File: src/ist_pkg.sv
// Purpose: shared constants and types for the instruction state timing model
// Assumes: one system clock, costs expressed in clock states
// Notes:   a target with no cost of its own for a cycle type reuses that target's own fetch cost
package ist_pkg;

   ////////////////////////////////////////////////////////////////////////////////////////
   // widths
   localparam int WAIT_W  = 4;
   localparam int COST_W  = 8;
   localparam int CNT_W   = 2;
   localparam int TOTAL_W = 16;
   localparam int ACC_W   = 32;

   ////////////////////////////////////////////////////////////////////////////////////////
   // access targets
   typedef enum logic [2:0] {
      TGT_ONCHIP_MEM = 3'h0,
      TGT_SUPMOD_8   = 3'h1,
      TGT_SUPMOD_16  = 3'h2,
      TGT_EXT8_2ST   = 3'h3,
      TGT_EXT8_3ST   = 3'h4,
      TGT_EXT16_2ST  = 3'h5,
      TGT_EXT16_3ST  = 3'h6
   } ist_target_e;

   ////////////////////////////////////////////////////////////////////////////////////////
   // instruction classes covered by the model
   typedef enum logic [4:0] {
      CLS_ADD_B_IMM   = 5'h00,
      CLS_ADD_B_REG   = 5'h01,
      CLS_ADD_W_IMM   = 5'h02,
      CLS_ADD_W_REG   = 5'h03,
      CLS_ADD_L_IMM   = 5'h04,
      CLS_ADD_L_REG   = 5'h05,
      CLS_ADD_PTR     = 5'h06,  // add_small_constant_to_pointer
      CLS_ADDX_IMM    = 5'h07,
      CLS_ADDX_REG    = 5'h08,
      CLS_AND_B_IMM   = 5'h09,
      CLS_AND_B_REG   = 5'h0a,
      CLS_AND_W_IMM   = 5'h0b,
      CLS_AND_W_REG   = 5'h0c,
      CLS_AND_L_IMM   = 5'h0d,
      CLS_AND_L_REG   = 5'h0e,
      CLS_AND_CCR     = 5'h0f,  // and_into_condition_codes
      CLS_BITAND_REG  = 5'h10,
      CLS_BITAND_IND  = 5'h11,
      CLS_BITAND_ABS  = 5'h12,
      CLS_BRANCH_D8   = 5'h13
   } ist_class_e;

   ////////////////////////////////////////////////////////////////////////////////////////
   // per-cycle state costs
   localparam logic [7:0] COST_FETCH_ONCHIP = 8'h02;
   localparam logic [7:0] COST_FETCH_SUP8   = 8'h06;
   localparam logic [7:0] COST_FETCH_SUP16  = 8'h03;
   localparam logic [7:0] COST_FETCH_EXT8_2 = 8'h04;
   localparam logic [7:0] COST_FETCH_EXT16_2 = 8'h02;
   localparam logic [7:0] COST_BYTE_SUP8    = 8'h03;
   localparam logic [7:0] COST_WORD_SUP8    = 8'h06;
   localparam logic [7:0] COST_BYTE_EXT8_2  = 8'h02;
   localparam logic [7:0] COST_WORD_EXT8_2  = 8'h04;
   localparam logic [7:0] COST_BASE_3ST_NARROW = 8'h03;
   localparam logic [7:0] COST_BASE_3ST_WIDE   = 8'h06;
   localparam logic [7:0] COST_INTERNAL     = 8'h01;

   ////////////////////////////////////////////////////////////////////////////////////////
   // cycle counts per instruction
   localparam logic [1:0] CNT_NONE  = 2'h0;
   localparam logic [1:0] CNT_ONE   = 2'h1;
   localparam logic [1:0] CNT_TWO   = 2'h2;
   localparam logic [1:0] CNT_THREE = 2'h3;

   // reset values
   localparam logic [15:0] TOTAL_RST = 16'h0000;
   localparam logic [31:0] ACC_RST   = 32'h0000_0000;

endpackage

File: src/ist_timing.sv
// Purpose: per-instruction state count for the processor core timing model
// Assumes: instValid and inputs come from logic on clk; no synchroniser needed
// Notes:   result appears one clock after the request and holds until the next one
//
// Contract
// RULE1: fetch cost per target: 2,6,3,4,2
// RULE2: external 3-state: word 6+2m, narrow 3+m
// RULE3: 8-bit data: module 3/6, external 2/4
// RULE4: long add immediate: three fetches only
// RULE5: 16-bit immediates two fetches; registers one (the code gives the long AND register form two fetches)
// RULE6: 8-bit displacement branch: two fetches always
// RULE7: bit-and carry: register 1, memory 2+1byte
// RULE8: total equals sum of count times cost
// RULE9: internal cycle one state; unsigned total
`timescale 1ns/10ps
module ist_timing
   import ist_pkg::*;
#(
   parameter int WAIT_WIDTH = WAIT_W
)
(
   input  wire logic                  clk,
   input  wire logic                  rst,
   input  wire logic                  instValid,
   input  wire ist_class_e            instClass,
   input  wire ist_target_e           target,
   input  wire logic [WAIT_W-1:0]     waitStates,
   input  wire logic                  branchTaken,
   output logic                       countValid,
   output logic [TOTAL_W-1:0]         stateCount,
   output logic [CNT_W-1:0]           fetchCycles,
   output logic [CNT_W-1:0]           branchCycles,
   output logic [CNT_W-1:0]           stackCycles,
   output logic [CNT_W-1:0]           byteCycles,
   output logic [CNT_W-1:0]           wordCycles,
   output logic [CNT_W-1:0]           internalCycles,
   output logic [ACC_W-1:0]           instTotal,
   output logic [ACC_W-1:0]           stateTotal,
   output logic                       unknownClass
);

   ////////////////////////////////////////////////////////////////////////////////////////
   // cycle-count decode, packed as {I,J,K,L,M,N}
   function automatic logic [6*CNT_W-1:0] cycle_counts(input ist_class_e cls);
      logic [6*CNT_W-1:0] c;
      c = {6{CNT_NONE}};
      case (cls)
         CLS_ADD_L_IMM: begin
            c = {CNT_THREE, {5{CNT_NONE}}}; // RULE4
         end
         CLS_AND_L_IMM: begin
            c = {CNT_THREE, {5{CNT_NONE}}};
         end
         CLS_ADD_W_IMM: begin
            c = {CNT_TWO, {5{CNT_NONE}}}; // RULE5
         end
         CLS_AND_W_IMM: begin
            c = {CNT_TWO, {5{CNT_NONE}}}; // RULE5
         end
         CLS_AND_L_REG: begin
            c = {CNT_TWO, {5{CNT_NONE}}}; // RULE5
         end
         // one fetch only; each class stands alone so a single entry can be retimed safely
         CLS_ADD_B_IMM: begin
            c = {CNT_ONE, {5{CNT_NONE}}};
         end
         CLS_ADD_B_REG: begin
            c = {CNT_ONE, {5{CNT_NONE}}}; // RULE5
         end
         CLS_ADD_W_REG: begin
            c = {CNT_ONE, {5{CNT_NONE}}}; // RULE5
         end
         CLS_ADD_L_REG: begin
            c = {CNT_ONE, {5{CNT_NONE}}}; // RULE5
         end
         CLS_ADD_PTR: begin
            c = {CNT_ONE, {5{CNT_NONE}}};
         end
         CLS_ADDX_IMM: begin
            c = {CNT_ONE, {5{CNT_NONE}}};
         end
         CLS_ADDX_REG: begin
            c = {CNT_ONE, {5{CNT_NONE}}};
         end
         CLS_AND_B_IMM: begin
            c = {CNT_ONE, {5{CNT_NONE}}};
         end
         CLS_AND_B_REG: begin
            c = {CNT_ONE, {5{CNT_NONE}}}; // RULE5
         end
         CLS_AND_W_REG: begin
            c = {CNT_ONE, {5{CNT_NONE}}}; // RULE5
         end
         CLS_AND_CCR: begin
            c = {CNT_ONE, {5{CNT_NONE}}};
         end
         CLS_BITAND_REG: begin
            c = {CNT_ONE, {5{CNT_NONE}}}; // RULE7
         end
         CLS_BITAND_IND, CLS_BITAND_ABS: begin
            c = {CNT_TWO, CNT_NONE, CNT_NONE, CNT_ONE, CNT_NONE, CNT_NONE}; // RULE7
         end
         CLS_BRANCH_D8: begin
            c = {CNT_TWO, {5{CNT_NONE}}}; // RULE6
         end
         default: begin
            c = {6{CNT_NONE}};
         end
      endcase
      return c;
   endfunction

   function automatic logic known_class(input ist_class_e cls);
      return (cls <= CLS_BRANCH_D8);
   endfunction

   ////////////////////////////////////////////////////////////////////////////////////////
   // per-cycle costs for the selected target
   logic [COST_W-1:0] costFetch;
   logic [COST_W-1:0] costBranch;
   logic [COST_W-1:0] costStack;
   logic [COST_W-1:0] costByte;
   logic [COST_W-1:0] costWord;
   logic [COST_W-1:0] costInternal;

   ist_cycle_cost u_cost (
      .target       (target),
      .waitStates   (waitStates),
      .costFetch    (costFetch),
      .costBranch   (costBranch),
      .costStack    (costStack),
      .costByte     (costByte),
      .costWord     (costWord),
      .costInternal (costInternal)
   );

   ////////////////////////////////////////////////////////////////////////////////////////
   // combine counts and costs
   // taken or not, the short branch costs the same; branchTaken is deliberately unused
   wire [6*CNT_W-1:0] counts = cycle_counts(instClass); // RULE6
   wire               classOk = known_class(instClass);

   wire [CNT_W-1:0] cntI = counts[11:10];
   wire [CNT_W-1:0] cntJ = counts[9:8];
   wire [CNT_W-1:0] cntK = counts[7:6];
   wire [CNT_W-1:0] cntL = counts[5:4];
   wire [CNT_W-1:0] cntM = counts[3:2];
   wire [CNT_W-1:0] cntN = counts[1:0];

   wire [COST_W-1:0] costs [6];
   wire [CNT_W-1:0]  cnts  [6];
   wire [TOTAL_W-1:0] partial [6];

   assign costs[0] = costFetch;
   assign costs[1] = costBranch;
   assign costs[2] = costStack;
   assign costs[3] = costByte;
   assign costs[4] = costWord;
   assign costs[5] = costInternal; // RULE9
   assign cnts[0]  = cntI;
   assign cnts[1]  = cntJ;
   assign cnts[2]  = cntK;
   assign cnts[3]  = cntL;
   assign cnts[4]  = cntM;
   assign cnts[5]  = cntN;

   for (genvar g = 0; g < 6; g++) begin : g_prod
      assign partial[g] = TOTAL_W'(cnts[g]) * TOTAL_W'(costs[g]); // RULE8
   end

   // widths keep every partial far below overflow, so a plain sum is exact
   wire [TOTAL_W-1:0] sumNxt = partial[0] + partial[1] + partial[2]
                             + partial[3] + partial[4] + partial[5]; // RULE8

   ////////////////////////////////////////////////////////////////////////////////////////
   // registered results
   logic [TOTAL_W-1:0] stateCount_r;
   logic [6*CNT_W-1:0] counts_r;
   logic               countValid_r;
   logic               unknown_r;
   logic [ACC_W-1:0]   instTotal_r;
   logic [ACC_W-1:0]   stateTotal_r;

   wire [ACC_W-1:0] instTotal_nxt  = instTotal_r + ACC_W'(1);
   wire [ACC_W-1:0] stateTotal_nxt = stateTotal_r + ACC_W'(sumNxt);

   always_ff @(posedge clk or posedge rst) begin
      if (rst) begin
         countValid_r <= 1'b0;
      end else begin
         countValid_r <= instValid;
      end
   end

   always_ff @(posedge clk or posedge rst) begin
      if (rst) begin
         stateCount_r <= TOTAL_RST;
         counts_r     <= {6{CNT_NONE}};
         unknown_r    <= 1'b0;
      end else if (instValid) begin
         stateCount_r <= sumNxt; // RULE9
         counts_r     <= counts;
         unknown_r    <= ~classOk;
      end
   end

   // running totals skip unknown classes so they never absorb a bogus zero
   always_ff @(posedge clk or posedge rst) begin
      if (rst) begin
         instTotal_r  <= ACC_RST;
         stateTotal_r <= ACC_RST;
      end else if (instValid && classOk) begin
         instTotal_r  <= instTotal_nxt;
         stateTotal_r <= stateTotal_nxt;
      end
   end

   assign countValid     = countValid_r;
   assign stateCount     = stateCount_r;
   assign fetchCycles    = counts_r[11:10];
   assign branchCycles   = counts_r[9:8];
   assign stackCycles    = counts_r[7:6];
   assign byteCycles     = counts_r[5:4];
   assign wordCycles     = counts_r[3:2];
   assign internalCycles = counts_r[1:0];
   assign instTotal      = instTotal_r;
   assign stateTotal     = stateTotal_r;
   assign unknownClass   = unknown_r;

endmodule

File: src/ist_cycle_cost.sv
// Purpose: state cost of one bus cycle of each type for the selected access target
// Assumes: wait count only matters for 3-state external targets
// Notes:   branch address read and stack cost as a word access on the same target
`timescale 1ns/10ps
module ist_cycle_cost
   import ist_pkg::*;
(
   input  wire ist_target_e          target,
   input  wire logic [WAIT_W-1:0]    waitStates,
   output logic [COST_W-1:0]         costFetch,
   output logic [COST_W-1:0]         costBranch,
   output logic [COST_W-1:0]         costStack,
   output logic [COST_W-1:0]         costByte,
   output logic [COST_W-1:0]         costWord,
   output logic [COST_W-1:0]         costInternal
);

   wire [COST_W-1:0] waitOne = COST_W'(waitStates);
   wire [COST_W-1:0] waitTwo = COST_W'({waitStates, 1'b0});
   wire [COST_W-1:0] narrow3 = COST_BASE_3ST_NARROW + waitOne;  // RULE2
   wire [COST_W-1:0] wide3   = COST_BASE_3ST_WIDE + waitTwo;    // RULE2

   always_comb begin
      costFetch = COST_FETCH_ONCHIP;
      costByte  = COST_FETCH_ONCHIP;
      costWord  = COST_FETCH_ONCHIP;
      case (target)
         TGT_SUPMOD_8: begin
            costFetch = COST_FETCH_SUP8;  // RULE1
            costByte  = COST_BYTE_SUP8;   // RULE3
            costWord  = COST_WORD_SUP8;   // RULE3
         end
         TGT_SUPMOD_16: begin
            costFetch = COST_FETCH_SUP16; // RULE1
            costByte  = COST_FETCH_SUP16;
            costWord  = COST_FETCH_SUP16;
         end
         TGT_EXT8_2ST: begin
            costFetch = COST_FETCH_EXT8_2; // RULE1
            costByte  = COST_BYTE_EXT8_2;  // RULE3
            costWord  = COST_WORD_EXT8_2;  // RULE3
         end
         TGT_EXT8_3ST: begin
            costFetch = wide3;   // RULE2
            costByte  = narrow3; // RULE2
            costWord  = wide3;   // RULE2
         end
         TGT_EXT16_2ST: begin
            costFetch = COST_FETCH_EXT16_2; // RULE1
            costByte  = COST_FETCH_EXT16_2;
            costWord  = COST_FETCH_EXT16_2;
         end
         TGT_EXT16_3ST: begin
            costFetch = narrow3; // RULE2
            costByte  = narrow3;
            costWord  = narrow3;
         end
         default: begin
            costFetch = COST_FETCH_ONCHIP; // RULE1
            costByte  = COST_FETCH_ONCHIP;
            costWord  = COST_FETCH_ONCHIP;
         end
      endcase
   end

   // vectors and stack entries are word-sized
   assign costBranch   = costWord;
   assign costStack    = costWord;
   assign costInternal = COST_INTERNAL; // RULE9

endmodule

File: config.mk
export PLATFORM = sky130hd
export DESIGN_NAME = ist_timing
export DESIGN_NICKNAME = d
export VERILOG_FILES = /design/src/ist_pkg.sv /design/src/ist_timing.sv /design/src/ist_cycle_cost.sv
export SDC_FILE = /design/constraint.sdc
export NUM_CORES = 1
export LEC_CHECK = 0
export BUFFER_PORTS_ARGS = -buffer_cell sky130_fd_sc_hd__buf_2
export CORE_MARGIN = 1.5
export CORE_UTILIZATION = 57
export CTS_CLUSTER_SIZE = 28
export DETAILED_ROUTE_END_ITERATION = 7
export PLACE_DENSITY = 0.82
export SLEW_MARGIN = 20
export SYNTH_ARGS = -nofsm -noshare
export SYNTH_HDL_FRONTEND = slang
export SYNTH_HIERARCHICAL = 1
export SYNTH_SLANG_ARGS = --single-unit
File: constraint.sdc
create_clock -name clk -period 3 [get_ports clk]
set_input_delay 0.15 -clock clk [delete_from_list [all_inputs] [get_ports clk]]
set_output_delay 0.15 -clock clk [all_outputs]
set_load 0.02 [all_outputs]
Yosys cells after proc, flatten, opt, wreduce, memory -nomap -nowiden
Memories as Yosys holds them, arrays and structs flattened.
Cells that the tools add are included.
{ "word_totals": {"register_bits": 94, "rom_bits": 96, "output_inout_bits": 94, "elab_cells": 33, "memories": 1} }
{ "op_classes": {"add_sub_neg": 9, "mul": 5, "order_cmp": 1, "n_eq_ne": 5, "muxes": 2, "n_bitwise": 1, "reduce_logical": 3} }
{ "memory_table": {"columns": ["name", "depth", "width", "read_ports", "rd_clocked_by_memory_dff", "write_ports", "line", "text"], "rows": [
  ["(name not given)", 32, 3, 1, 0, 0, "ist_timing.sv:47", "case (cls)"]
]} }
{ "ops": {"columns": ["op", "count"], "rows": [
  ["one-hot mux 8 bit (5 select lines)", 1],
  ["adder 32 x 1 -> 32 bit, second input constant", 1],
  ["adder 32 x 15 -> 32 bit", 1],
  ["multiplier 2 x 8 -> 10 bit, first input constant", 3],
  ["multiplier 2 x 8 -> 10 bit", 2],
  ["one-hot mux 8 bit (2 select lines)", 1],
  ["adder 14 x 2 -> 15 bit, second input constant", 1],
  ["adder 13 x 10 -> 14 bit", 1],
  ["adder 12 x 10 -> 13 bit", 1],
  ["adder 11 x 10 -> 12 bit", 1],
  ["adder 10 x 10 -> 11 bit", 1],
  ["adder 3 x 5 -> 6 bit, first input constant", 1],
  ["equality test 3 x 2 -> 1 bit, second input constant", 2],
  ["equality test 3 bit, second input constant", 2],
  ["adder 2 x 4 -> 5 bit, first input constant", 1],
  ["<= comparator 5 bit, second input constant", 1],
  ["OR reduction 2 bit", 2],
  ["equality test 3 x 1 -> 1 bit, second input constant", 1],
  ["logical AND 1 bit", 1],
  ["inverter 1 bit", 1]
]} }

Depth between registers and ports, before layout
{ "depth": {"depth_word": 9, "depth_mapped": 28} }

Cells and area by module
Netlist, hierarchy kept.
{ "by_module_without_submodules": {"columns": ["mod", "n_inst", "cells_per_inst", "area_each_um2", "seq_area_each_um2"], "rows": [
  ["ist_timing", 1, 508, 5173.7, 2001.9],
  ["ist_cycle_cost", 1, 71, 484.2, 0.0]
]} }

Least setup slack after synthesis
No wires, ideal clock.
{ "synth_timing": {"path_kind": "input -> register", "start": "input port waitStates[0]", "end": "register stateTotal_r[31] (netlist: stateTotal[31])", "arrival_time_ns": 5.115, "required_ns": 2.921, "slack_ns": -2.195, "stages": 26, "n_path_buf": 2, "cell_sequence": "inv_1 ha_1 xnor2_1 a21oi_1 o21ai_0 buf_4 inv_1 nor2_1 ha_1 ha_1 ha_1 fa_1 fa_1 a21o_1 a21oi_1 o21bai_1 a21oi_1 xnor2_1 ha_1 buf_4 and3_1 nand4_1 a21oi_2 nor2_4 nor4b_2 xor2_1"} }
{ "synth_between": {"elab_chain_len": 9} }
{ "synth_rtl": {"columns": ["item", "line", "text"], "rows": [
  ["start, declared", "ist_timing.sv:27", "input wire logic [WAIT_W-1:0] waitStates,"],
  ["adder 3 x 5 -> 6 bit / adder 2 x 4 -> 5 bit (equally long branches)", "ist_cycle_cost.sv:21, ist_cycle_cost.sv:20", null],
  ["one-hot mux 8 bit (5 select lines) (*)", "ist_cycle_cost.sv:27", "case (target)"],
  ["named net costBranch[2]", "ist_timing.sv:120", "logic [COST_W-1:0] costBranch;"],
  ["multiplier 2 x 8 -> 10 bit", "ist_timing.sv:168", "assign partial[g] = TOTAL_W'(cnts[g]) * TOTAL_W'(costs[g]);"],
  ["adder 10 x 10 -> 11 bit", "ist_timing.sv:172", "wire [TOTAL_W-1:0] sumNxt = partial[0] + partial[1] + partial[2]"],
  ["adder 11 x 10 -> 12 bit", "ist_timing.sv:172", null],
  ["adder 12 x 10 -> 13 bit", "ist_timing.sv:173", "+ partial[3] + partial[4] + partial[5];"],
  ["adder 13 x 10 -> 14 bit (*)", "ist_timing.sv:173", null],
  ["adder 14 x 2 -> 15 bit (*)", "ist_timing.sv:173", null],
  ["named net sumNxt[8]", "ist_timing.sv:172", null],
  ["adder 32 x 15 -> 32 bit (*)", "ist_timing.sv:185", "wire [ACC_W-1:0] stateTotal_nxt = stateTotal_r + ACC_W'(sumNxt);"],
  ["end signal, assigned", "ist_timing.sv:214", "stateTotal_r <= stateTotal_nxt;"],
  ["end, declared", "ist_timing.sv:182", "logic [ACC_W-1:0] stateTotal_r;"]
]} }
Mark *: on every way through the listed nets, which the timed path passes. The rest lies on a longest branch.
A chain may end at the register's enable or synchronous reset.

Worst setup path after layout
{ "layout_timing": {"start": "input port instClass[0]", "end": "register stateTotal_r[28] (netlist: stateTotal[28])"} }
{ "layout_between": {"elab_chain_len": 8} }
{ "layout_rtl": {"columns": ["item", "line", "text"], "rows": [
  ["start, declared", "ist_timing.sv:25", "input wire ist_class_e instClass,"],
  ["memory (32 x 3 bit) (*)", null, null],
  ["multiplier 2 x 8 -> 10 bit", "ist_timing.sv:168", null],
  ["adder 10 x 10 -> 11 bit", "ist_timing.sv:172", null],
  ["adder 11 x 10 -> 12 bit", "ist_timing.sv:172", null],
  ["adder 12 x 10 -> 13 bit (*)", "ist_timing.sv:173", null],
  ["adder 13 x 10 -> 14 bit (*)", "ist_timing.sv:173", null],
  ["adder 14 x 2 -> 15 bit (*)", "ist_timing.sv:173", null],
  ["named net sumNxt[7]", "ist_timing.sv:172", null],
  ["adder 32 x 15 -> 32 bit (*)", "ist_timing.sv:185", null]
]} }
Marks and branches as above.

==> reports/results.ini <==
[grt]
grt_max_degree=49
grt_pass1_vias=4853
grt_pass1_wl_um=23200
antenna_found_initial=0
gr-total-overflow=0
grt_usage_pct=29.0

[finish]
seq_area_um2=2000
fillers=535
antenna_cells=0
finalNonFillerCells=856
multi_input_area_um2=3880
drive_above_1_share_pct=44.2
fin_nets=797
post-route-util_pct=81.9
final_cell_area_um2=7610
syn2layout_area_growth_pct=39.4

[sta]
finalHoldViolCount=0
min_period_over_period_pct=163
worst_slew_pin_slew_ns=0.837
rsz0062_at_grt=true
period_needed_ns=4.89
slew_headroom_pct=44.1
finalSetupViolCount=35
skew_ns=0.00510
setup-tns-final_ns=-51.36
finalWorstSetupSlack_ns=-1.89
fmax_mhz=204
drv_slew=0

[setup_path]
r2r_start=stateTotal[0]$_DFFE_PP0P_
cp-end-kind=flip-flop
worstPathRequired_ns=3.24
r2r_setup_slack_ns=0.52
r2r_cells=8
worstPathArrival_ns=5.13
critPathKind=in2reg
r2r-end=stateTotal[28]$_DFFE_PP0P_
worstPathMaxFanout=6
crit_path_start_kind=primary input

[place]
place_area_um2=6520
dp.cells=815
io_buffers=94
dp_hpwl_um=9270
gp_congestion=0.838

[drt]
antenna_left=0
drt_wl_total_um=15800
firstDrtPassIters=5
drtIter0Drc=303
via_per_inst=5.60
wl_per_cell_um=18.5
drc=0
vias=4797

[hold_path]
hold_depth=1
min_to=countValid$_DFF_PP0_
min_path_type=in2reg
holdCritStartpoint=instValid

[synthesis]
avgSynthCellArea_um2=9.89
syn_area_um2=5460
netlist_instances=552
yosysWarningCount=6

[floorplan]
die_y_um=101
dieWidth_um=101
initial_core_util_pct=58.8
ioPinCount=110
core_area_um2=9280
die_area_um2=10200
core.rowCount=35

[clocking]
cts_root_buf=clkbuf_8
cts_buffer_depth=2
htree_levels=3
cts_made_buffers=9
clkLatencyLatePin_ns=0.35
cts_tree=done
clkSlewWorstSetupHoldPaths_ns=0.09
numClockSinks=80

[run_status]
violations=setup timing
status=complete, but fails checks

[pwr]
power.density_nw_per_um2=501
power.leakage_nw=3.90
p_total_w=0.00381
ir_drop_mv=0.527

[job]
cap_violations=0

layout by cell type (no fill, tap or decap), types with 6 or more instances in the layout:
cell type / n
nand3_1: 22
nand4_1: 12
dfrtp_1: 80
inv_1: 36
buf_2: 90
o21ai_1: 14
xnor2_1: 39
ha_1: 25
nor2_1: 17
a21oi_1: 9
a21oi_2: 9
and2_1: 16
and3_1: 6
xor2_1: 20
conb_1: 19
nand2_1: 44
mux2_2: 9
buf_4: 61
nor2_2: 9
and4_1: 6
fa_1: 6
ha_4: 23
clkbuf_8: 10
buf_6: 20
area by class of cell:
cell class	count	share of cell area [%]
well taps	129	2.12
clock inverters	6	0.691
flip-flops and latches	80	26.3
repair buffers	174	15.5
inverters	44	2.50
multi-input cells	413	51.1
clock buffers	10	1.81
layer usage:
metal	vias up	part of all wire [%]	track usage (%)
li1	2172	-	-
met1	2366	40	34.9
met2	205	50	50.3
met3	54	6.0	5.55
met4	0	3.8	13.2
met5	-	0	0
power by group:
part / internal [W] / total [W] / switching, W / leakage (nW)
clock: 0.000335 / 0.000765 / 0.000430 / 0.0910
sequential: 0.00121 / 0.00137 / 0.000162 / 1.07
combinational: 0.000767 / 0.00168 / 0.000909 / 2.73
total: 0.00231 / 0.00381 / 0.00150 / 3.90
critical path: stages:
cell,delay (ns)
buf_12,0.12
inv_16,0.06
ha_4,0.12
inv_2,0.03
mux2i_1,0.15
o21ai_1,0.09
o21ai_2,0.31
nor2_1,0.11
ha_1,0.35
ha_4,0.30
ha_4,0.20
fa_2,0.56
buf_4,0.13
ha_4,0.19
a21o_1,0.18
a21oi_4,0.16
o21bai_1,0.11
a21oi_2,0.19
xnor2_2,0.19
ha_4,0.29
a21oi_4,0.15
o211ai_1,0.12
buf_4,0.19
a31oi_4,0.25
nand2b_4,0.21
nor3_2,0.05
xor2_1,0.17
how the worst max path moves through the flow:
stage	cells past startpoint	slack, ns	start	to
3_5_place_dp	24	-2.31	instClass[0]	stateTotal[30]$_DFFE_PP0P_
5_1_grt	26	-2.03	instClass[0]	stateTotal[23]$_DFFE_PP0P_
3_3_place_gp	24	-2.08	instClass[0]	stateTotal[31]$_DFFE_PP0P_
4_1_cts	27	-1.61	instClass[0]	stateTotal[31]$_DFFE_PP0P_
2_1_floorplan	25	-1.67	instClass[0]	stateTotal[31]$_DFFE_PP0P_
6_report	27	-1.89	instClass[0]	stateTotal[28]$_DFFE_PP0P_
state kept, by name (all words and copies together) (netlist names):
signal,cells
unknownClass,1
stateTotal,32
instTotal,32
counts_r,3
countValid,1
stateCount,11
per-stage QoR:
stage	setup WS (ns)	hold WS (ns)
2_1_floorplan	-1.67	0.181
3_3_place_gp	-2.08	0.328
3_5_place_dp	-2.31	0.325
4_1_cts	-1.61	0.172
5_1_grt	-2.03	0.194
6_report	-1.89	0.186
repair_timing:
action	in CTS	in global routing
setup endpoints to repair	36	35
hold buffers	1	0
endpoints found under the hold margin	46	0
pin swaps	58	44
gates resized for setup	80	52
cloned	1	0
setup buffers	20	11
No activity file was read; power rests on OpenSTA's default activity.
